===== src/hdl/scccr_pkg.sv =====
// package: register map, field layout and types of the channel config bank
package scccr_pkg;
   // register indices on the management bus
   localparam logic [4:0]  REG_CTRL1       = 5'h01;
   localparam logic [4:0]  REG_TX_EQ_SWING = 5'h02;
   localparam logic [4:0]  REG_SYNC_ROUTE  = 5'h03;
   // reset values
   localparam logic [3:0]  PLL_CODE_RST    = 4'hd;
   localparam logic [15:0] TX_EQ_SWING_RST = 16'h000a;
   localparam logic [15:0] SYNC_ROUTE_RST  = 16'h0180;
   // field positions
   localparam int POST_LSB  = 8;
   localparam int POST_MSB  = 12;
   localparam int PRE_LSB   = 4;
   localparam int PRE_MSB   = 7;
   localparam int SWING_LSB = 0;
   localparam int SWING_MSB = 3;
   localparam int POL_LSB   = 11;
   localparam int POL_MSB   = 12;
   localparam int TXSW_BIT  = 10;
   localparam int RXSW_BIT  = 9;
   localparam int RXCK_BIT  = 8;
   localparam int ALIGN_BIT = 7;
   // loss-of-sync policies
   localparam logic [1:0]  POL_STANDARD = 2'h0;
   localparam logic [1:0]  POL_ONE      = 2'h1;
   localparam logic [1:0]  POL_TWO      = 2'h2;
   localparam logic [1:0]  POL_THREE    = 2'h3;
   // management frame constants
   localparam logic [5:0]  PREAMBLE_LEN = 6'h20;
   localparam logic [1:0]  OP_WRITE     = 2'h1;
   localparam logic [1:0]  OP_READ      = 2'h2;
   localparam logic [4:0]  ADDR_BITS    = 5'h0a;
   localparam logic [4:0]  DATA_BITS    = 5'h10;
   localparam logic [4:0]  TA_BITS      = 5'h02;

   typedef enum logic [2:0]
   {
      MG_PRE, MG_ST, MG_OP, MG_ADDR, MG_TA, MG_DATA
   } scccr_mg_state_t;

   // decoded transmit settings; taps in signed units of 2.5 percent
   typedef struct packed
   {
      logic signed [4:0] post_tap;
      logic signed [3:0] pre_tap;
      logic [3:0]        swing;
   } scccr_tx_cfg_t;

   // routing selections
   typedef struct packed
   {
      logic tx_from_partner;
      logic rx_from_partner;
      logic rx_clk_partner;
      logic rx_clk_is_rx;
   } scccr_route_t;
endpackage


===== src/hdl/scccr_regs.sv =====
// channel config register bank with management serial slave
// Notes on behaviour
// - pll code maps to 4x..25x; 0000,0001,1001,1111 reserved
// - pll code in low nibble of word 1, resets 1101, rate sense overrides
// - word 2 bits 12:8 hold post-cursor weight, reset zero
// - post-cursor: sign bit plus four magnitude bits of 2.5 percent
// - word 2 bits 7:4 hold pre-cursor weight, reset zero
// - pre-cursor: sign bit plus three magnitude bits of 2.5 percent
// - word 2 bits 3:0 select swing, reset 1010, monotonic levels
// - loss-of-sync policy in word 3 bits 12:11 acts only with alignment on
// - word 3 bit 7 enables alignment, reset on, forced on in verify
// - policy 00 (reset) uses standard hysteresis to lose sync
// - policy 01: one code or disparity error drops sync at once
// - policy 10: two consecutive errors drop sync at once
// - policy 11: three consecutive errors drop sync at once
// - word 3 bit 10 picks own or partner transmit input, reset own
// - word 3 bit 9 picks own or partner receive data, reset own
// - bit 8 with no rx swap: 0 own tx clock, 1 own rx clock
// - bit 8 with rx swap: partner tx clock or partner rx clock
`timescale 1ns/1ps
`default_nettype none
module scccr_regs
   import scccr_pkg::*;
(
   input  wire logic       core_clk_i,
   input  wire logic       reset_n_i,
   input  wire logic       mdc_i,
   input  wire logic       mdio_i,
   input  wire logic [4:0] phy_addr_i,
   input  wire logic       auto_rate_detect_i,
   input  wire logic [3:0] auto_rate_code_i,
   input  wire logic       pattern_verify_i,
   input  wire logic       code_valid_i,
   input  wire logic       code_error_i,
   input  wire logic       std_sync_lost_i,
   input  wire logic       sync_acquired_i,
   output logic            mdio_o,
   output logic            mdio_oe_n_o,
   output logic [3:0]      pll_factor_code_o,
   output logic [6:0]      pll_factor_x4_o,
   output logic            pll_code_reserved_o,
   output scccr_tx_cfg_t   tx_cfg_o,
   output scccr_route_t    route_o,
   output logic            align_enable_o,
   output logic            in_sync_o
);
   // ----------------------------------------------------------
   // pin synchronisers
   // ----------------------------------------------------------
   logic [2:0] mdc_sync_q;
   logic [1:0] mdio_sync_q;
   logic [4:0] phy_s1_q;
   logic [4:0] phy_s2_q;

   always_ff @(posedge core_clk_i or negedge reset_n_i)
   begin
      if (!reset_n_i)
      begin
         mdc_sync_q  <= 3'h0;
         mdio_sync_q <= 2'h3;
         phy_s1_q    <= 5'h00;
         phy_s2_q    <= 5'h00;
      end
      else
      begin
         mdc_sync_q  <= {mdc_sync_q[1:0], mdc_i};
         mdio_sync_q <= {mdio_sync_q[0], mdio_i};
         phy_s1_q    <= phy_addr_i;
         phy_s2_q    <= phy_s1_q;
      end
   end

   wire mdc_rise = mdc_sync_q[1] & ~mdc_sync_q[2];
   wire mdio_bit = mdio_sync_q[1];

   // ----------------------------------------------------------
   // decode functions
   // ----------------------------------------------------------
   // factor times four; zero marks a reserved code
   function automatic logic [6:0] pll_x4(input logic [3:0] c);
      case (c)
         4'h2:    pll_x4 = 7'h10;
         4'h3:    pll_x4 = 7'h14;
         4'h4:    pll_x4 = 7'h18;
         4'h5:    pll_x4 = 7'h20;
         4'h6:    pll_x4 = 7'h21;
         4'h7:    pll_x4 = 7'h28;
         4'h8:    pll_x4 = 7'h30;
         4'ha:    pll_x4 = 7'h3c;
         4'hb:    pll_x4 = 7'h40;
         4'hc:    pll_x4 = 7'h42;
         4'hd:    pll_x4 = 7'h50;
         4'he:    pll_x4 = 7'h64;
         default: pll_x4 = 7'h00;
      endcase
   endfunction

   // sign-magnitude to two's complement, both negative zeros give zero
   function automatic logic signed [4:0] sm5(input logic [4:0] c);
      sm5 = c[4] ? -$signed({1'b0, c[3:0]}) : $signed({1'b0, c[3:0]});
   endfunction

   function automatic logic signed [3:0] sm4(input logic [3:0] c);
      sm4 = c[3] ? -$signed({1'b0, c[2:0]}) : $signed({1'b0, c[2:0]});
   endfunction

   // ----------------------------------------------------------
   // registers
   // ----------------------------------------------------------
   logic [3:0]  pll_code_q;
   logic [15:0] eq_q;
   logic [15:0] route_q;
   logic        wr_en;
   logic [4:0]  wr_reg;
   logic [15:0] wr_data;

   wire [3:0] pll_eff = auto_rate_detect_i ? auto_rate_code_i
                                           : pll_code_q;
   wire [15:0] eq_mask = 16'h1fff;
   wire [15:0] rt_mask = 16'h1f80;
   wire [15:0] rd_data =
      (wr_reg == REG_CTRL1)       ? {12'h000, pll_eff} :
      (wr_reg == REG_TX_EQ_SWING) ? eq_q :
      (wr_reg == REG_SYNC_ROUTE)  ? route_q : 16'h0000;

   always_ff @(posedge core_clk_i or negedge reset_n_i)
   begin
      if (!reset_n_i)
      begin
         pll_code_q <= PLL_CODE_RST;
         eq_q       <= TX_EQ_SWING_RST;
         route_q    <= SYNC_ROUTE_RST;
      end
      else if (wr_en)
      begin
         if (wr_reg == REG_CTRL1)
            pll_code_q <= wr_data[3:0];
         if (wr_reg == REG_TX_EQ_SWING)
            eq_q <= wr_data & eq_mask;
         if (wr_reg == REG_SYNC_ROUTE)
            route_q <= wr_data & rt_mask;
      end
   end

   wire [1:0] policy   = route_q[POL_MSB:POL_LSB];
   wire       align_en = route_q[ALIGN_BIT] | pattern_verify_i;

   // ----------------------------------------------------------
   // management serial slave
   // ----------------------------------------------------------
   scccr_mg_state_t st_q;
   logic [5:0]  cnt_q;
   logic [1:0]  op_q;
   logic [9:0]  addr_q;
   logic [15:0] sh_q;
   logic        drive_q;

   wire addr_hit = (addr_q[9:5] == phy_s2_q);

   always_ff @(posedge core_clk_i or negedge reset_n_i)
   begin
      if (!reset_n_i)
      begin
         st_q        <= MG_PRE;
         cnt_q       <= 6'h00;
         op_q        <= 2'h0;
         addr_q      <= 10'h000;
         sh_q        <= 16'h0000;
         drive_q     <= 1'b0;
         mdio_o      <= 1'b1;
         mdio_oe_n_o <= 1'b1;
         wr_en       <= 1'b0;
         wr_reg      <= 5'h00;
         wr_data     <= 16'h0000;
      end
      else
      begin
         wr_en <= 1'b0;
         if (mdc_rise)
         begin
            case (st_q)
               MG_PRE:
               begin
                  mdio_oe_n_o <= 1'b1;
                  if (mdio_bit)
                     cnt_q <= (cnt_q == PREAMBLE_LEN) ? cnt_q : cnt_q + 6'h01;
                  else if (cnt_q == PREAMBLE_LEN)
                     st_q <= MG_ST;
                  else
                     cnt_q <= 6'h00;
               end
               MG_ST:
               begin
                  cnt_q <= 6'h00;
                  st_q  <= mdio_bit ? MG_OP : MG_PRE;
               end
               MG_OP:
               begin
                  op_q  <= {op_q[0], mdio_bit};
                  cnt_q <= cnt_q + 6'h01;
                  if (cnt_q[0])
                  begin
                     cnt_q <= 6'h00;
                     st_q  <= MG_ADDR;
                  end
               end
               MG_ADDR:
               begin
                  addr_q <= {addr_q[8:0], mdio_bit};
                  cnt_q  <= cnt_q + 6'h01;
                  if (cnt_q[4:0] == ADDR_BITS - 5'h01)
                  begin
                     cnt_q  <= 6'h00;
                     wr_reg <= {addr_q[3:0], mdio_bit};
                     st_q   <= MG_TA;
                  end
               end
               MG_TA:
               begin
                  cnt_q <= cnt_q + 6'h01;
                  if (cnt_q == 6'h00)
                  begin
                     drive_q <= (op_q == OP_READ) && addr_hit;
                     sh_q    <= rd_data;
                     if ((op_q == OP_READ) && addr_hit)
                     begin
                        mdio_o      <= 1'b0;
                        mdio_oe_n_o <= 1'b0;
                     end
                  end
                  else
                  begin
                     cnt_q <= 6'h00;
                     st_q  <= MG_DATA;
                     if (drive_q)
                     begin
                        mdio_o <= sh_q[15];
                        sh_q   <= {sh_q[14:0], 1'b0};
                     end
                  end
               end
               MG_DATA:
               begin
                  cnt_q <= cnt_q + 6'h01;
                  if (drive_q)
                  begin
                     mdio_o <= sh_q[15];
                     sh_q   <= {sh_q[14:0], 1'b0};
                  end
                  else
                     sh_q <= {sh_q[14:0], mdio_bit};
                  if (cnt_q[4:0] == DATA_BITS - 5'h01)
                  begin
                     wr_en       <= (op_q == OP_WRITE) && addr_hit;
                     wr_data     <= {sh_q[14:0], mdio_bit};
                     drive_q     <= 1'b0;
                     mdio_o      <= 1'b1;
                     mdio_oe_n_o <= 1'b1;
                     cnt_q       <= 6'h00;
                     st_q        <= MG_PRE;
                  end
               end
               default:
                  st_q <= MG_PRE;
            endcase
         end
      end
   end

   // ----------------------------------------------------------
   // loss-of-sync policy
   // ----------------------------------------------------------
   logic [1:0] err_run_q;
   logic       in_sync_q;

   wire [1:0] err_run_d = code_error_i ? ((err_run_q == 2'h3) ? err_run_q
                                         : err_run_q + 2'h1)
                        : (code_valid_i ? 2'h0 : err_run_q);
   wire lose_one   = (policy == POL_ONE) && (err_run_d >= 2'h1);
   wire lose_two   = (policy == POL_TWO) && (err_run_d >= 2'h2);
   wire lose_three = (policy == POL_THREE) && (err_run_d == 2'h3);
   wire lose_std   = (policy == POL_STANDARD) && std_sync_lost_i;
   wire lose_sync  = align_en & (lose_one | lose_two | lose_three
                                 | lose_std);

   always_ff @(posedge core_clk_i or negedge reset_n_i)
   begin
      if (!reset_n_i)
      begin
         err_run_q <= 2'h0;
         in_sync_q <= 1'b0;
      end
      else
      begin
         err_run_q <= in_sync_q ? err_run_d : 2'h0;
         if (!align_en)
            in_sync_q <= 1'b0;
         else if (in_sync_q && lose_sync)
            in_sync_q <= 1'b0;
         else if (sync_acquired_i)
            in_sync_q <= 1'b1;
      end
   end

   // ----------------------------------------------------------
   // registered outputs
   // ----------------------------------------------------------
   always_ff @(posedge core_clk_i or negedge reset_n_i)
   begin
      if (!reset_n_i)
      begin
         pll_factor_code_o   <= PLL_CODE_RST;
         pll_factor_x4_o     <= 7'h00;
         pll_code_reserved_o <= 1'b0;
         tx_cfg_o            <= '0;
         route_o             <= '0;
         align_enable_o      <= 1'b0;
         in_sync_o           <= 1'b0;
      end
      else
      begin
         pll_factor_code_o   <= pll_eff;
         pll_factor_x4_o     <= pll_x4(pll_eff);
         pll_code_reserved_o <= (pll_x4(pll_eff) == 7'h00);
         tx_cfg_o.post_tap   <= sm5(eq_q[POST_MSB:POST_LSB]);
         tx_cfg_o.pre_tap    <= sm4(eq_q[PRE_MSB:PRE_LSB]);
         tx_cfg_o.swing      <= eq_q[SWING_MSB:SWING_LSB];
         route_o.tx_from_partner <= route_q[TXSW_BIT];
         route_o.rx_from_partner <= route_q[RXSW_BIT];
         route_o.rx_clk_partner  <= route_q[RXSW_BIT];
         route_o.rx_clk_is_rx    <= route_q[RXCK_BIT];
         align_enable_o      <= align_en;
         in_sync_o           <= in_sync_q;
      end
   end
endmodule
`default_nettype wire


===== config.mk =====
export PLATFORM = sky130hd
export DESIGN_NAME = scccr_regs
export DESIGN_NICKNAME = d
export VERILOG_FILES = /design/src/hdl/scccr_pkg.sv /design/src/hdl/scccr_regs.sv
export SDC_FILE = /design/constraint.sdc
export NUM_CORES = 1
export LEC_CHECK = 0
export ABC_AREA = 1
export BUFFER_PORTS_ARGS = -buffer_cell sky130_fd_sc_hd__buf_2
export CAP_MARGIN = 10
export CELL_PAD_IN_SITES_DETAIL_PLACEMENT = 0
export CELL_PAD_IN_SITES_GLOBAL_PLACEMENT = 1
export CORE_MARGIN = 3
export CORE_UTILIZATION = 45
export CTS_CLUSTER_DIAMETER = 30
export CTS_CLUSTER_SIZE = 10
export DETAILED_ROUTE_END_ITERATION = 6
export PLACE_DENSITY = 0.85
export REMOVE_ABC_BUFFERS = 1
export SLEW_MARGIN = 20
export SYNTH_ARGS = -nofsm -noshare
export SYNTH_HDL_FRONTEND = slang
export SYNTH_SLANG_ARGS = --single-unit

===== constraint.sdc =====
create_clock -name core_clk_i -period 2.35 [get_ports core_clk_i]
set_input_delay 0.47 -clock core_clk_i [delete_from_list [all_inputs] [get_ports core_clk_i]]
set_output_delay 0.47 -clock core_clk_i [all_outputs]
set_load 0.02 [all_outputs]

==> flow_summary.rst, run 1 <==
.. list-table::
   :header-rows: 1

   * - Metric
     - Value
   * - Number of pins exceeding their max-slew limit in the final report
     - 0
   * - DP Worst Slack
     - 0.319 ns
   * - I/O pin cnt
     - 52
   * - Number of hold buffers added after cts
     - 0
   * - Nature of the critical path startpoint
     - flop
   * - Width of the die
     - 120 um
   * - Slowest cell on the critical path
     - sky130_fd_sc_hd__dfrtp_1
   * - Pwr dens
     - between 900 and 1000 nW/um^2
   * - Maximum number of pins on one net before global-route repair
     - 65
   * - Unrepaired setup endpoints after global routing
     - no
   * - Final period utilization
     - 0.836
   * - Clock buffer count from CTS
     - 17
   * - Initial Util
     - 0.472
   * - Final routed wire length divided by cell count
     - 13.1 um
   * - Depth of the worst register-to-register path
     - 9
   * - Clock Sink Count
     - between 100 and 150
   * - Area of the die
     - approximately 14,000 um^2
   * - Worst slew margin relative to its limit
     - 0.560
   * - Initial DRC count
     - roughly 270
   * - Ratio of routed vias to standard cells
     - roughly 4.9
   * - Routability congestion estimate
     - 0.921
   * - Max Cap Violations
     - 0
   * - Clock tree buffer depth
     - 2
   * - Max FFs per register
     - 16
   * - #FFs+latches synth
     - 130
   * - Tmin final
     - between 1.5 and 2 ns
   * - Number of filler instances in the final layout
     - 1,093
   * - Top area cells in the synthesized netlist
     - sky130_fd_sc_hd__dfrtp_1, sky130_fd_sc_hd__nand2_1, sky130_fd_sc_hd__dfstp_2
   * - Post-CTS setup buffers
     - 0
   * - Area inside the core boundary
     - 12,300 um^2
   * - Number of optimization iterations in the first detailed-route pass
     - 4
   * - Netlist Area Pre-Place
     - just under 6000 um^2
   * - Average cell area after synthesis
     - just under 9 um^2
   * - Vias in the first global route
     - 4,343
   * - Arrival @ worst endpoint
     - ~2.3 ns
   * - Number of synthesis warnings
     - 0
   * - Final-stage net count
     - about 760
   * - Number of flops mapped to enable cells by yosys
     - 0
   * - FFs w/ async S/R, synth
     - 1.00
   * - Worst IR drop on VDD
     - 418 uV
   * - Sequential cell area
     - about 3300 um^2
   * - Total routing usage reported by global routing
     - 0.180
   * - TritonCTS clock tree
     - built
   * - # resized after CTS
     - 0
   * - Critical path type
     - flop to flop
   * - Fin Clk Skew
     - 0.00630 ns
   * - Number of cells produced by synthesis
     - about 660
   * - Start of the worst register-to-register path
     - cnt_q[0]$_DFFE_PN0P_
   * - Final Hold Viols
     - 0
   * - Commonest register cell after synthesis
     - sky130_fd_sc_hd__dfrtp_1
   * - Antenna violations before repair
     - 0
   * - Commonest cells in the synthesized netlist
     - sky130_fd_sc_hd__nand2_1, sky130_fd_sc_hd__dfrtp_1, sky130_fd_sc_hd__inv_1, sky130_fd_sc_hd__nor2_1, sky130_fd_sc_hd__o21ai_0
   * - Finish-stage setup viols
     - 0
   * - Post-synth top area cell
     - sky130_fd_sc_hd__dfrtp_1
   * - Wire length reported by the detailed router
     - roughly 12 mm
   * - Estimated wirelength of the detail-placed design
     - around 8.3 mm
   * - Cells along the critical path
     - inv_1 > ha_1 > nand4_4 > inv_1 > nand2_1 > nand2_1 > nand3_1 > nor2_1 > nor2_1
   * - Count of standard-cell rows
     - 40
   * - LEAKAGE
     - around 3.5 nW
   * - Slack of the worst reg-to-reg path
     - 0.39 ns
   * - Most repeated cell in the gate-level netlist after synthesis
     - sky130_fd_sc_hd__nand2_1
   * - Maximum frequency from static timing analysis
     - 0.509 GHz
   * - Area grow syn2layout
     - 19.1%
   * - Wire length of the first global-routing pass
     - between 20 and 25 mm
   * - Clock insertion delay at the later pin of the skew report
     - 0.42 ns
   * - Via Count
     - roughly 4.4k
   * - Distinct cells, synth
     - 42
   * - Final setup margin
     - between 0.3 and 0.4 ns
   * - Pin slew with the least headroom to its limit
     - about 0.65 ns
   * - Share of the yosys chip area belonging to registers
     - 0.562
   * - DRC
     - 0
   * - Number of nets with antenna violations after detailed routing
     - 0
   * - Crit. End Element
     - flop
   * - Path category of the worst min-delay check
     - input pin to asynchronous set/reset pin
   * - Run status
     - finished, final reports clean
   * - Height of the die
     - around 120 um
   * - Synth top area share
     - 0.499
   * - Biggest cell delay along the critical path
     - about 0.41 ns
   * - Antenna cell count
     - 0
   * - Most flops, register
     - sh_q
   * - Root buffer cell
     - sky130_fd_sc_hd__clkbuf_16
   * - Critical R2R Capture
     - sh_q[8]$_DFFE_PN0P_
   * - Ratio of cells with drive above 1 in the final layout
     - 0.173
   * - Final-layout setup total negative slack
     - 0 ns
   * - Maximum fanout along the worst path
     - 14
   * - H-tree depth
     - 4
   * - Area occupied by multi-input gates
     - 2120 um^2
   * - Post-layout power
     - between 6 and 7 mW
   * - Required time worst endpoint
     - 2.66 ns
   * - Count of input and output buffers
     - between 50 and 60
   * - Leftover overflow at the end of global routing
     - 0
   * - Clock transition at the register clock pins on the worst setup and hold paths after CTS
     - about 0.060 ns
-- worst max path at each step --
| stage | start | to | slack (ns) | cells after the start |
|---|---|---|---|---|
| 5_1_grt | cnt_q[0]$_DFFE_PN0P_ | sh_q[8]$_DFFE_PN0P_ | 0.24 | 8 |
| 4_1_cts | cnt_q[0]$_DFFE_PN0P_ | sh_q[8]$_DFFE_PN0P_ | 0.43 | 9 |
| 3_5_place_dp | auto_rate_detect_i | pll_code_reserved_o$_DFF_PN0_ | 0.32 | 9 |
| 2_1_floorplan | mdc_sync_q[2]$_DFF_PN0_ | wr_reg[0]$_DFFE_PN0P_ | 0.26 | 6 |
| 6_report | cnt_q[0]$_DFFE_PN0P_ | sh_q[8]$_DFFE_PN0P_ | 0.39 | 9 |
| 3_3_place_gp | auto_rate_detect_i | pll_code_reserved_o$_DFF_PN0_ | 0.43 | 9 |
-- per-stage QoR --
stage	area (um^2)	instances	util	hold WS (ns)
final	6930	908	0.563	0.0346
after detailed placement	6290	876	0.511	0.336
after global placement	6290	876	0.511	0.332
after global routing	6930	908	0.563	0.0756
after CTS	6930	908	0.563	0.0524
after floorplan	5750	650	-	0.174
-- worst max-delay path: cells and delay by family (launching register included) --
family	cells	cell delay [ns]
AND/OR/NAND/NOR	6	0.86
adder cells (fa/ha/maj)	1	0.25
flip-flops	1	0.41
buffers and inverters	2	0.33
-- final cells by class --
type,instances,share of cell area
flip-flops and latches,130,0.472
multi-input cells,425,0.306
clock buffers,17,0.0614
inverters,95,0.0517
repair buffers,58,0.0490
well taps,168,0.0303
clock inverters,15,0.0298
-- cells by family after synthesis --
| group | count (synthesis) | share of synthesized area |
|---|---|---|
| compound gates | 116 | 0.109 |
| simple gates | 287 | 0.211 |
| fa+ha+maj | 15 | 0.0323 |
| mux | 4 | 0.00753 |
| xor+xnor | 3 | 0.00452 |
| buf+inv | 108 | 0.0736 |
| flops | 130 | 0.562 |
-- metal layers --
metal  up-vias  GRT usage  part of all wire
li1       2232          -                 -
met1      2103      0.225              0.45
met2        87      0.295              0.49
met3        20     0.0490             0.042
met4         0     0.0766             0.021
met5         -          0                 0
-- power breakdown --
part	switching, mW	internal, mW
logic	0.836	0.400
registers	0.174	2.43
clock network	1.00	1.78
total	2.01	4.61
-- layout by cell type (no fill, tap or decap), drive strengths merged --
cell,n
o21bai,1
mux2,3
xor2,3
o21ai,70
nand4,5
a31oi,5
mux2i,1
buf,58
clkinvlp,5
a21oi,28
nor2,82
inv,97
nand3,28
o22ai,2
clkinv,4
dfrtp,116
or2,1
a211oi,1
a21boi,2
nand2,160
clkbuf,17
dfstp,14
o211ai,3
nand3b,3
nor3,7
nor4,1
bufinv,4
ha,15
o21a,4
Power figures use the tool's default switching activity.
==> run 2: changes to the inputs <==
--- a/config.mk
+++ b/config.mk
@@ -5,17 +5,17 @@
 export SDC_FILE = /design/constraint.sdc
 export NUM_CORES = 1
 export LEC_CHECK = 0
-export ABC_AREA = 1
+export ABC_AREA = 0
 export BUFFER_PORTS_ARGS = -buffer_cell sky130_fd_sc_hd__buf_2
 export CAP_MARGIN = 10
 export CELL_PAD_IN_SITES_DETAIL_PLACEMENT = 0
 export CELL_PAD_IN_SITES_GLOBAL_PLACEMENT = 1
 export CORE_MARGIN = 3
-export CORE_UTILIZATION = 45
+export CORE_UTILIZATION = 43
 export CTS_CLUSTER_DIAMETER = 30
 export CTS_CLUSTER_SIZE = 10
 export DETAILED_ROUTE_END_ITERATION = 6
-export PLACE_DENSITY = 0.85
+export PLACE_DENSITY = 0.81
 export REMOVE_ABC_BUFFERS = 1
 export SLEW_MARGIN = 20
 export SYNTH_ARGS = -nofsm -noshare
==> constraint.sdc (replaced) <==
create_clock -name core_clk_i -period 1.7 [get_ports core_clk_i]
set_input_delay 0.34 -clock core_clk_i [delete_from_list [all_inputs] [get_ports core_clk_i]]
set_output_delay 0.34 -clock core_clk_i [all_outputs]
set_load 0.02 [all_outputs]
==> run 2 against run 1 <==
Against the previous run: the flow now finishes with violations (setup timing); register-to-register slack worse by 0.57 ns; clock power rose by 23%; utilization rose by 5.7 points; sequential share of layout area down 5.8 points; combinational power decreased by 43%; synthesized cell count fell by 29%; global-route usage increased by 0.43 points; sequential power up 23%; critical path type unchanged; critical endpoint is now sh_q[1]$_DFFE_PN0P_; largest cell class unchanged; highest routed layer unchanged.
==> flow_summary.rst, run 2 <==
.. list-table::
   :header-rows: 1

   * - Metric
     - Value
   * - Run status
     - finished, violations left
   * - Violated checks
     - setup timing
   * - H-tree depth
     - 4 (unchanged)
   * - Wire length reported by the detailed router
     - 13.3 mm (+12%)
   * - Fin util
     - 0.619 (+0.0566)
   * - Clock insertion delay at the later pin of the skew report
     - 0.42 ns (about the same)
   * - Final-stage net count
     - 653 (-14%)
   * - Synth top area share
     - 0.509 (+0.00963)
   * - Most common cell after layout, fill and taps aside
     - sky130_fd_sc_hd__dfrtp_1
   * - Initial DRC count
     - 233 (-14%)
   * - Unrepaired setup endpoints after global routing
     - yes
   * - Share of the yosys chip area belonging to registers
     - 0.573 (+0.0109)
   * - Required time worst endpoint
     - 2.00 ns (-0.66 ns)
   * - Wire length of the first global-routing pass
     - 21.2 mm (+2.6%)
   * - FFs w/ async S/R, synth
     - 1.00 (unchanged)
   * - Commonest cells in the synthesized netlist
     - sky130_fd_sc_hd__dfrtp_1, sky130_fd_sc_hd__nand2_1, sky130_fd_sc_hd__mux2_1, sky130_fd_sc_hd__o21ai_1, sky130_fd_sc_hd__a21oi_1
   * - Via Count
     - 4,223 (-4.9%)
   * - Path category of the worst min-delay check
     - input pin to flop
   * - Number of optimization iterations in the first detailed-route pass
     - 4 (unchanged)
   * - Count of standard-cell rows
     - 41 (+2.5%)
   * - Ratio of cells with drive above 1 in the final layout
     - 0.440 (+0.267)
   * - Worst IR drop on VDD
     - 702 uV (+68%)
   * - Maximum frequency from static timing analysis
     - 0.531 GHz (+4.4%)
   * - I/O pin cnt
     - 52 (unchanged)
   * - Number of nets with antenna violations after detailed routing
     - 0 (unchanged)
   * - Root buffer cell
     - sky130_fd_sc_hd__clkbuf_16
   * - Pwr dens
     - 926 nW/um^2 (-3.1%)
   * - Number of flops mapped to enable cells by yosys
     - 0 (unchanged)
   * - Max Cap Violations
     - 0 (unchanged)
   * - Antenna violations before repair
     - 0 (unchanged)
   * - Tmin final
     - 1.88 ns (-0.0824 ns)
   * - Most repeated cell in the gate-level netlist after synthesis
     - sky130_fd_sc_hd__dfrtp_1
   * - Final routed wire length divided by cell count
     - 16.6 um (+26%)
   * - Fin Clk Skew
     - 0.00630 ns (+0.00000272 ns)
   * - Netlist Area Pre-Place
     - 5710 um^2 (-1.9%)
   * - Final Hold Viols
     - 0 (unchanged)
   * - Ratio of routed vias to standard cells
     - 5.25 (+7.4%)
   * - Vias in the first global route
     - 4,396 (+1.2%)
   * - DP Worst Slack
     - -0.204 ns (-0.523 ns)
   * - Clock buffer count from CTS
     - 17 (unchanged)
   * - Arrival @ worst endpoint
     - 2.18 ns (-0.09 ns)
   * - Nature of the critical path startpoint
     - flop
   * - Commonest register cell after synthesis
     - sky130_fd_sc_hd__dfrtp_1
   * - Total routing usage reported by global routing
     - 0.184 (+0.00430)
   * - Clock transition at the register clock pins on the worst setup and hold paths after CTS
     - 0.05 ns (about the same)
   * - Area of the die
     - 14,700 um^2 (+2.5%)
   * - Estimated wirelength of the detail-placed design
     - 8.33 mm (+0.14%)
   * - Width of the die
     - 121 um (+1.3%)
   * - Worst slew margin relative to its limit
     - 0.685 (+0.125)
   * - Maximum fanout along the worst path
     - 5 (-9)
   * - Most frequent cells in the layout
     - sky130_fd_sc_hd__dfrtp_1, sky130_fd_sc_hd__buf_4, sky130_fd_sc_hd__buf_2
   * - Distinct cells, synth
     - 64 (+52%)
   * - Height of the die
     - 121 um (+1.3%)
   * - Area inside the core boundary
     - 12,800 um^2 (+3.8%)
   * - Instance area after placement
     - 6630 um^2 (+5.3%)
   * - Clock tree buffer depth
     - 2 (unchanged)
   * - Critical path type
     - flop to flop
   * - Crit. End Element
     - flop
   * - Most flops, register
     - sh_q
   * - Leftover overflow at the end of global routing
     - 0 (unchanged)
   * - Finish-stage setup viols
     - 57 (+57)
   * - Top area cells in the synthesized netlist
     - sky130_fd_sc_hd__dfrtp_1, sky130_fd_sc_hd__mux2_1, sky130_fd_sc_hd__dfstp_2
   * - Post-synth top area cell
     - sky130_fd_sc_hd__dfrtp_1
   * - Max FFs per register
     - 16 (unchanged)
   * - Maximum number of pins on one net before global-route repair
     - 74 (+14%)
   * - Initial Util
     - 0.447 (-0.0257)
   * - Final period utilization
     - 1.11 (+0.271)
   * - Area grow syn2layout
     - 38.6%
   * - Number of cells produced by synthesis
     - 474 (-29%)
   * - Number of synthesis warnings
     - 0 (unchanged)
   * - DRC
     - 0 (unchanged)
   * - #FFs+latches synth
     - 130 (unchanged)
   * - LEAKAGE
     - 3.73 nW (+7.9%)
   * - Clock Sink Count
     - 130 (unchanged)
   * - Pin slew with the least headroom to its limit
     - 0.466 ns (-0.189 ns)
   * - Post-route cell area
     - 7910 um^2 (+14%)
   * - Antenna cell count
     - 0 (unchanged)
   * - Average cell area after synthesis
     - 12.0 um^2 (+37%)
   * - Number of pins exceeding their max-slew limit in the final report
     - 0 (unchanged)
   * - Number of filler instances in the final layout
     - 922 (-16%)
   * - Final setup margin
     - -0.182 ns (-0.568 ns)
   * - Count of input and output buffers
     - 51 (unchanged)
   * - Routability congestion estimate
     - 0.904 (-1.9%)
   * - TritonCTS clock tree
     - built
run 2: cell types whose count changed after synthesis, sizes merged, moves of 20 or more:
| cell | change |
|---|---|
| nand2 | -111 |
| nor2 | -65 |
| nand3 | -20 |
| inv | -74 |
| o21ai | -27 |
| mux2 | +52 |
run 2: power breakdown:
part | total (mW) | internal [mW] | switching, mW | leakage (nW)
combinational | 0.706 | 0.332 | 0.375 | 1.78
clock | 3.42 | 2.16 | 1.26 | 0.268
sequential | 3.20 | 3.16 | 0.0364 | 1.69
total | 7.33 | 5.65 | 1.67 | 3.73
run 2: through the flow:
step | total power [mW] | hold WS, ns | instances | TNS (ns)
after floorplan | 3.47 | 0.0444 | 460 | -15.67
after global placement | 3.73 | 0.332 | 745 | -3.21
after detailed placement | 3.75 | 0.336 | 745 | -6.11
after CTS | 7.32 | 0.0128 | 795 | -4.13
after global routing | 7.59 | 0.0162 | 804 | -10.10
final | 7.33 | 0.0260 | 804 | -5.47
run 2: critical path, cell delays in order, from the launching register on:
cell,delay [ns]
sky130_fd_sc_hd__dfrtp_1,0.40
sky130_fd_sc_hd__inv_2,0.09
sky130_fd_sc_hd__ha_4,0.12
sky130_fd_sc_hd__nor4b_4,0.36
sky130_fd_sc_hd__nand3_2,0.17
sky130_fd_sc_hd__buf_6,0.16
sky130_fd_sc_hd__a221o_1,0.27
sky130_fd_sc_hd__o21ai_1,0.10
sky130_fd_sc_hd__o21ai_1,0.09
run 2: final cells by class:
class                      count  area [um^2]  share of cell area
sequential                   130         3270               0.414
multi-input combinational    311         2720               0.343
timing repair buffer         139         1070               0.135
clock buffer                  27          503              0.0636
tap                          172          215              0.0272
inverter                      20         75.1             0.00949
clock inverter                 5         55.1             0.00696
run 2: cell families after synthesis:
family,Yosys count,share of synthesized area
flip-flops,130,0.573
AND/OR/NAND/NOR,127,0.120
AO/OA/AOI/OAI,95,0.103
multiplexers,64,0.131
buffers and inverters,34,0.0265
adder cells (fa/ha/maj),16,0.0346
XOR/XNOR,8,0.0123
run 2: path summary, 6_finish.rpt:
check                                      start                           end  slack (ns)  cells past startpoint
max reg2reg                 cnt_q[0]$_DFFE_PN0P_           sh_q[1]$_DFFE_PN0P_       -0.18                      8
min                                phy_addr_i[3]         phy_s1_q[3]$_DFF_PN0_        0.03                      1
min in group asynchronous              reset_n_i  pll_factor_x4_o[6]$_DFF_PN0_        0.46                      3
max in group asynchronous              reset_n_i           eq_q[3]$_DFFE_PN1P_        0.83                      3
min reg2reg                phy_s1_q[0]$_DFF_PN0_         phy_s2_q[0]$_DFF_PN0_        0.35                      0
max                         cnt_q[0]$_DFFE_PN0P_           sh_q[1]$_DFFE_PN0P_       -0.18                      8
run 2: layer usage:
layer  up-vias  GRT usage  part of all wire
met5         -          0                 0
met4         0     0.0742             0.018
met3        25     0.0406             0.043
met2        98      0.312              0.52
met1      2112      0.230              0.42
li1       1988          -                 -
run 2: what timing repair did:
| action | CTS | global route |
|---|---|---|
| hold endpoints to repair | 116 | 0 |
| setup endpoints to repair | 62 | 73 |
| hold buffers | 1 | 0 |
| pin swaps | 22 | 20 |
| buffers inserted | 17 | 8 |
| gates cloned | 2 | 3 |
| resized for setup | 61 | 63 |
==> run 3: changes to the inputs <==
--- a/config.mk
+++ b/config.mk
@@ -8,14 +8,14 @@
 export ABC_AREA = 0
 export BUFFER_PORTS_ARGS = -buffer_cell sky130_fd_sc_hd__buf_2
 export CAP_MARGIN = 10
-export CELL_PAD_IN_SITES_DETAIL_PLACEMENT = 0
+export CELL_PAD_IN_SITES_DETAIL_PLACEMENT = 1
 export CELL_PAD_IN_SITES_GLOBAL_PLACEMENT = 1
 export CORE_MARGIN = 3
 export CORE_UTILIZATION = 43
 export CTS_CLUSTER_DIAMETER = 30
 export CTS_CLUSTER_SIZE = 10
 export DETAILED_ROUTE_END_ITERATION = 6
-export PLACE_DENSITY = 0.81
+export PLACE_DENSITY = 0.79
 export REMOVE_ABC_BUFFERS = 1
 export SLEW_MARGIN = 20
 export SYNTH_ARGS = -nofsm -noshare
==> run 3 against run 2 <==
Against the previous run: design area grew 8.0%; the flow still finishes with violations (setup timing); largest power group unchanged; final cell count grew 3.5%; worst hold slack lost 0.0039 ns; routed wire length grew 70%; clock skew is 0.013 ns higher; combinational power up 15%.
==> flow_summary.rst, run 3 (synthesized netlist as in run 2, its figures left out) <==
.. list-table::
   :header-rows: 1

   * - Metric
     - Value
   * - H-tree depth
     - 4 (unchanged)
   * - Clock transition at the register clock pins on the worst setup and hold paths after CTS
     - 0.06 ns (about the same)
   * - Biggest cell delay along the critical path
     - 0.42 ns (+0.02 ns)
   * - Final setup margin
     - -0.324 ns (-0.142 ns)
   * - Area grow syn2layout
     - 49.7%
   * - Antenna violations before repair
     - 0 (unchanged)
   * - Maximum frequency from static timing analysis
     - 0.494 GHz (-7.0%)
   * - Number of nets with antenna violations after detailed routing
     - 0 (unchanged)
   * - Clock insertion delay at the later pin of the skew report
     - 0.44 ns (+0.02 ns)
   * - Final Hold Viols
     - 0 (unchanged)
   * - Run status
     - finished, violations left
   * - Wire length reported by the detailed router
     - 22.6 mm (+70%)
   * - Antenna cell count
     - 0 (unchanged)
   * - I/O pin cnt
     - 52 (unchanged)
   * - Via Count
     - 4,972 (+18%)
   * - Worst IR drop on VDD
     - 874 uV (+25%)
   * - Area of the die
     - 14,700 um^2 (unchanged)
   * - Routability congestion estimate
     - 0.827 (-8.5%)
   * - Most flops, register
     - sh_q
   * - Slowest cell on the critical path
     - sky130_fd_sc_hd__dfrtp_1
   * - Initial Util
     - 0.447 (unchanged)
   * - Final period utilization
     - 1.19 (+0.0836)
   * - Clock tree buffer depth
     - 2 (unchanged)
   * - Width of the die
     - 121 um (unchanged)
   * - Ratio of cells with drive above 1 in the final layout
     - 0.558 (+0.118)
   * - Arrival @ worst endpoint
     - 2.36 ns (+0.18 ns)
   * - Pwr dens
     - 911 nW/um^2 (-1.6%)
   * - Count of standard-cell rows
     - 41 (unchanged)
   * - Post-Layout Cell Count
     - 832 (+3.5%)
   * - Violated checks
     - setup timing
   * - Area inside the core boundary
     - 12,800 um^2 (unchanged)
   * - LEAKAGE
     - 4.06 nW (+8.6%)
   * - Final-stage net count
     - 681 (+4.3%)
   * - Vias in the first global route
     - 5,176 (+18%)
   * - Clock buffer count from CTS
     - 17 (unchanged)
   * - Number of filler instances in the final layout
     - 1,210 (+31%)
   * - Maximum fanout along the worst path
     - 7 (+2)
   * - Clock Sink Count
     - 130 (unchanged)
   * - Placed cell count
     - 755 (+1.3%)
   * - Root buffer cell
     - sky130_fd_sc_hd__clkbuf_16
   * - Leftover overflow at the end of global routing
     - 0 (unchanged)
   * - Most frequent cells in the layout
     - sky130_fd_sc_hd__dfrtp_1, sky130_fd_sc_hd__buf_4, sky130_fd_sc_hd__buf_2
   * - Count of input and output buffers
     - 51 (unchanged)
   * - Area occupied by multi-input gates
     - 3050 um^2 (+12%)
   * - Crit. End Element
     - flop
   * - Worst slew margin relative to its limit
     - 0.641 (-0.0442)
   * - Critical path type
     - flop to flop
   * - Path category of the worst min-delay check
     - input pin to flop
   * - Estimated wirelength of the detail-placed design
     - 10.4 mm (+25%)
   * - Max FFs per register
     - 16 (unchanged)
   * - Unrepaired setup endpoints after global routing
     - yes
   * - Ratio of routed vias to standard cells
     - 5.98 (+14%)
   * - Pin slew with the least headroom to its limit
     - 0.539 ns (+0.0729 ns)
   * - Most common cell after layout, fill and taps aside
     - sky130_fd_sc_hd__dfrtp_1
   * - Tmin final
     - 2.02 ns (+0.142 ns)
   * - Nature of the critical path startpoint
     - flop
   * - Final-layout setup total negative slack
     - -9.77 ns (-4.30 ns)
   * - Finish-stage setup viols
     - 58 (+1.8%)
   * - Wire length of the first global-routing pass
     - 28.3 mm (+33%)
   * - Maximum number of pins on one net before global-route repair
     - 59 (-20%)
   * - Most prevalent standard cell on the critical path
     - sky130_fd_sc_hd__buf_6
   * - Cells along the critical path
     - inv_2 > ha_4 > nor4b_4 > buf_6 > nand3_2 > buf_6 > buf_12 > nor3_2 > a21oi_1 > o21ai_1
   * - DRC
     - 0 (unchanged)
   * - Number of optimization iterations in the first detailed-route pass
     - 5 (+1)
   * - Sequential cell area
     - 3280 um^2 (about the same)
   * - Fin Clk Skew
     - 0.0192 ns (+0.0129 ns)
   * - Height of the die
     - 121 um (unchanged)
   * - Max Cap Violations
     - 0 (unchanged)
   * - Final routed wire length divided by cell count
     - 27.2 um (+64%)
   * - Number of pins exceeding their max-slew limit in the final report
     - 0 (unchanged)
   * - Total routing usage reported by global routing
     - 0.257 (+0.0723)
   * - Required time worst endpoint
     - 2.04 ns (+0.04 ns)
   * - Initial DRC count
     - 300 (+29%)
   * - TritonCTS clock tree
     - built
   * - Fin util
     - 0.669 (+0.0495)
[run 3: cell types whose count changed in the layout (fill, tap and decap cells not counted), moves of 4 or more]
cell                       before  now
sky130_fd_sc_hd__nand2_4        1   12
sky130_fd_sc_hd__nand2_1       40   28
sky130_fd_sc_hd__nor3_1         9    5
sky130_fd_sc_hd__mux2_2         6   10
sky130_fd_sc_hd__o21ai_1       24   12
sky130_fd_sc_hd__buf_4         62   86
sky130_fd_sc_hd__nor2_1        14   10
sky130_fd_sc_hd__a21oi_2        3    8
sky130_fd_sc_hd__a21oi_1       18   11
sky130_fd_sc_hd__buf_6         20   16
sky130_fd_sc_hd__clkbuf_1       6    2
sky130_fd_sc_hd__mux2_1        22   17
sky130_fd_sc_hd__o21ai_2        6   18
sky130_fd_sc_hd__nor3_4         0    5
[run 3: power by group]
part	switching [mW]	internal (mW)	leakage, nW
registers	0.0545	3.16	1.69
clock network	1.45	2.31	0.293
logic	0.453	0.358	2.07
[run 3: worst max-delay path, delay by kind of cell (launching register included)]
family / cells / cell delay, ns
DFF: 1 / 0.42
adders and majority gates: 1 / 0.12
AOI/OAI and AO/OA: 2 / 0.31
buffers and inverters: 4 / 0.60
and+or+nand+nor: 3 / 0.48
[run 3: worst paths after layout]
kind / start / endpoint / slack (ns) / cells past startpoint
min in group asynchronous: reset_n_i / wr_data[4]$_DFFE_PN0P_ / 0.31 / 2
worst min register to register: phy_s1_q[3]$_DFF_PN0_ / phy_s2_q[3]$_DFF_PN0_ / 0.35 / 0
worst max-delay path: cnt_q[1]$_DFFE_PN0P_ / sh_q[7]$_DFFE_PN0P_ / -0.32 / 10
worst max register to register: cnt_q[1]$_DFFE_PN0P_ / sh_q[7]$_DFFE_PN0P_ / -0.32 / 10
worst min-delay path: mdc_i / mdc_sync_q[0]$_DFF_PN0_ / 0.02 / 1
max in group asynchronous: reset_n_i / cnt_q[3]$_DFFE_PN0P_ / 0.73 / 3
[run 3: repair_timing]
item	CTS	global route
cloned	3	5
pin swaps	11	35
gates resized for setup	84	108
hold endpoints to repair	15	0
endpoints found under the setup margin	74	78
buffers inserted	15	20
hold buffers	3	0
[run 3: cell type report]
class | instances | area share
Sequential cell | 130 | 0.384
Multi-Input combinational cell | 312 | 0.358
Timing Repair Buffer | 166 | 0.156
Clock buffer | 23 | 0.0571
Tap cell | 172 | 0.0252
Clock inverter | 9 | 0.0119
Inverter | 20 | 0.00879
[run 3: per-layer routing]
metal,track usage,part of all wire,vias up
met4,0.122,0.056,0
met2,0.455,0.55,219
li1,-,-,2050
met5,0,0,-
met3,0.0671,0.047,94
met1,0.287,0.35,2609
[run 3: per-stage QoR]
step	power [mW]	instance area, um^2	hold WS, ns	setup WS [ns]
after detailed placement	3.78	6720	0.219	-0.315
after global placement	3.75	6720	0.211	-0.190
after global routing	8.00	8540	0.000136	-0.431
final	7.78	8540	0.0221	-0.324
after floorplan	3.47	5630	0.0444	-0.717
after CTS	7.53	7820	0.00272	-0.146
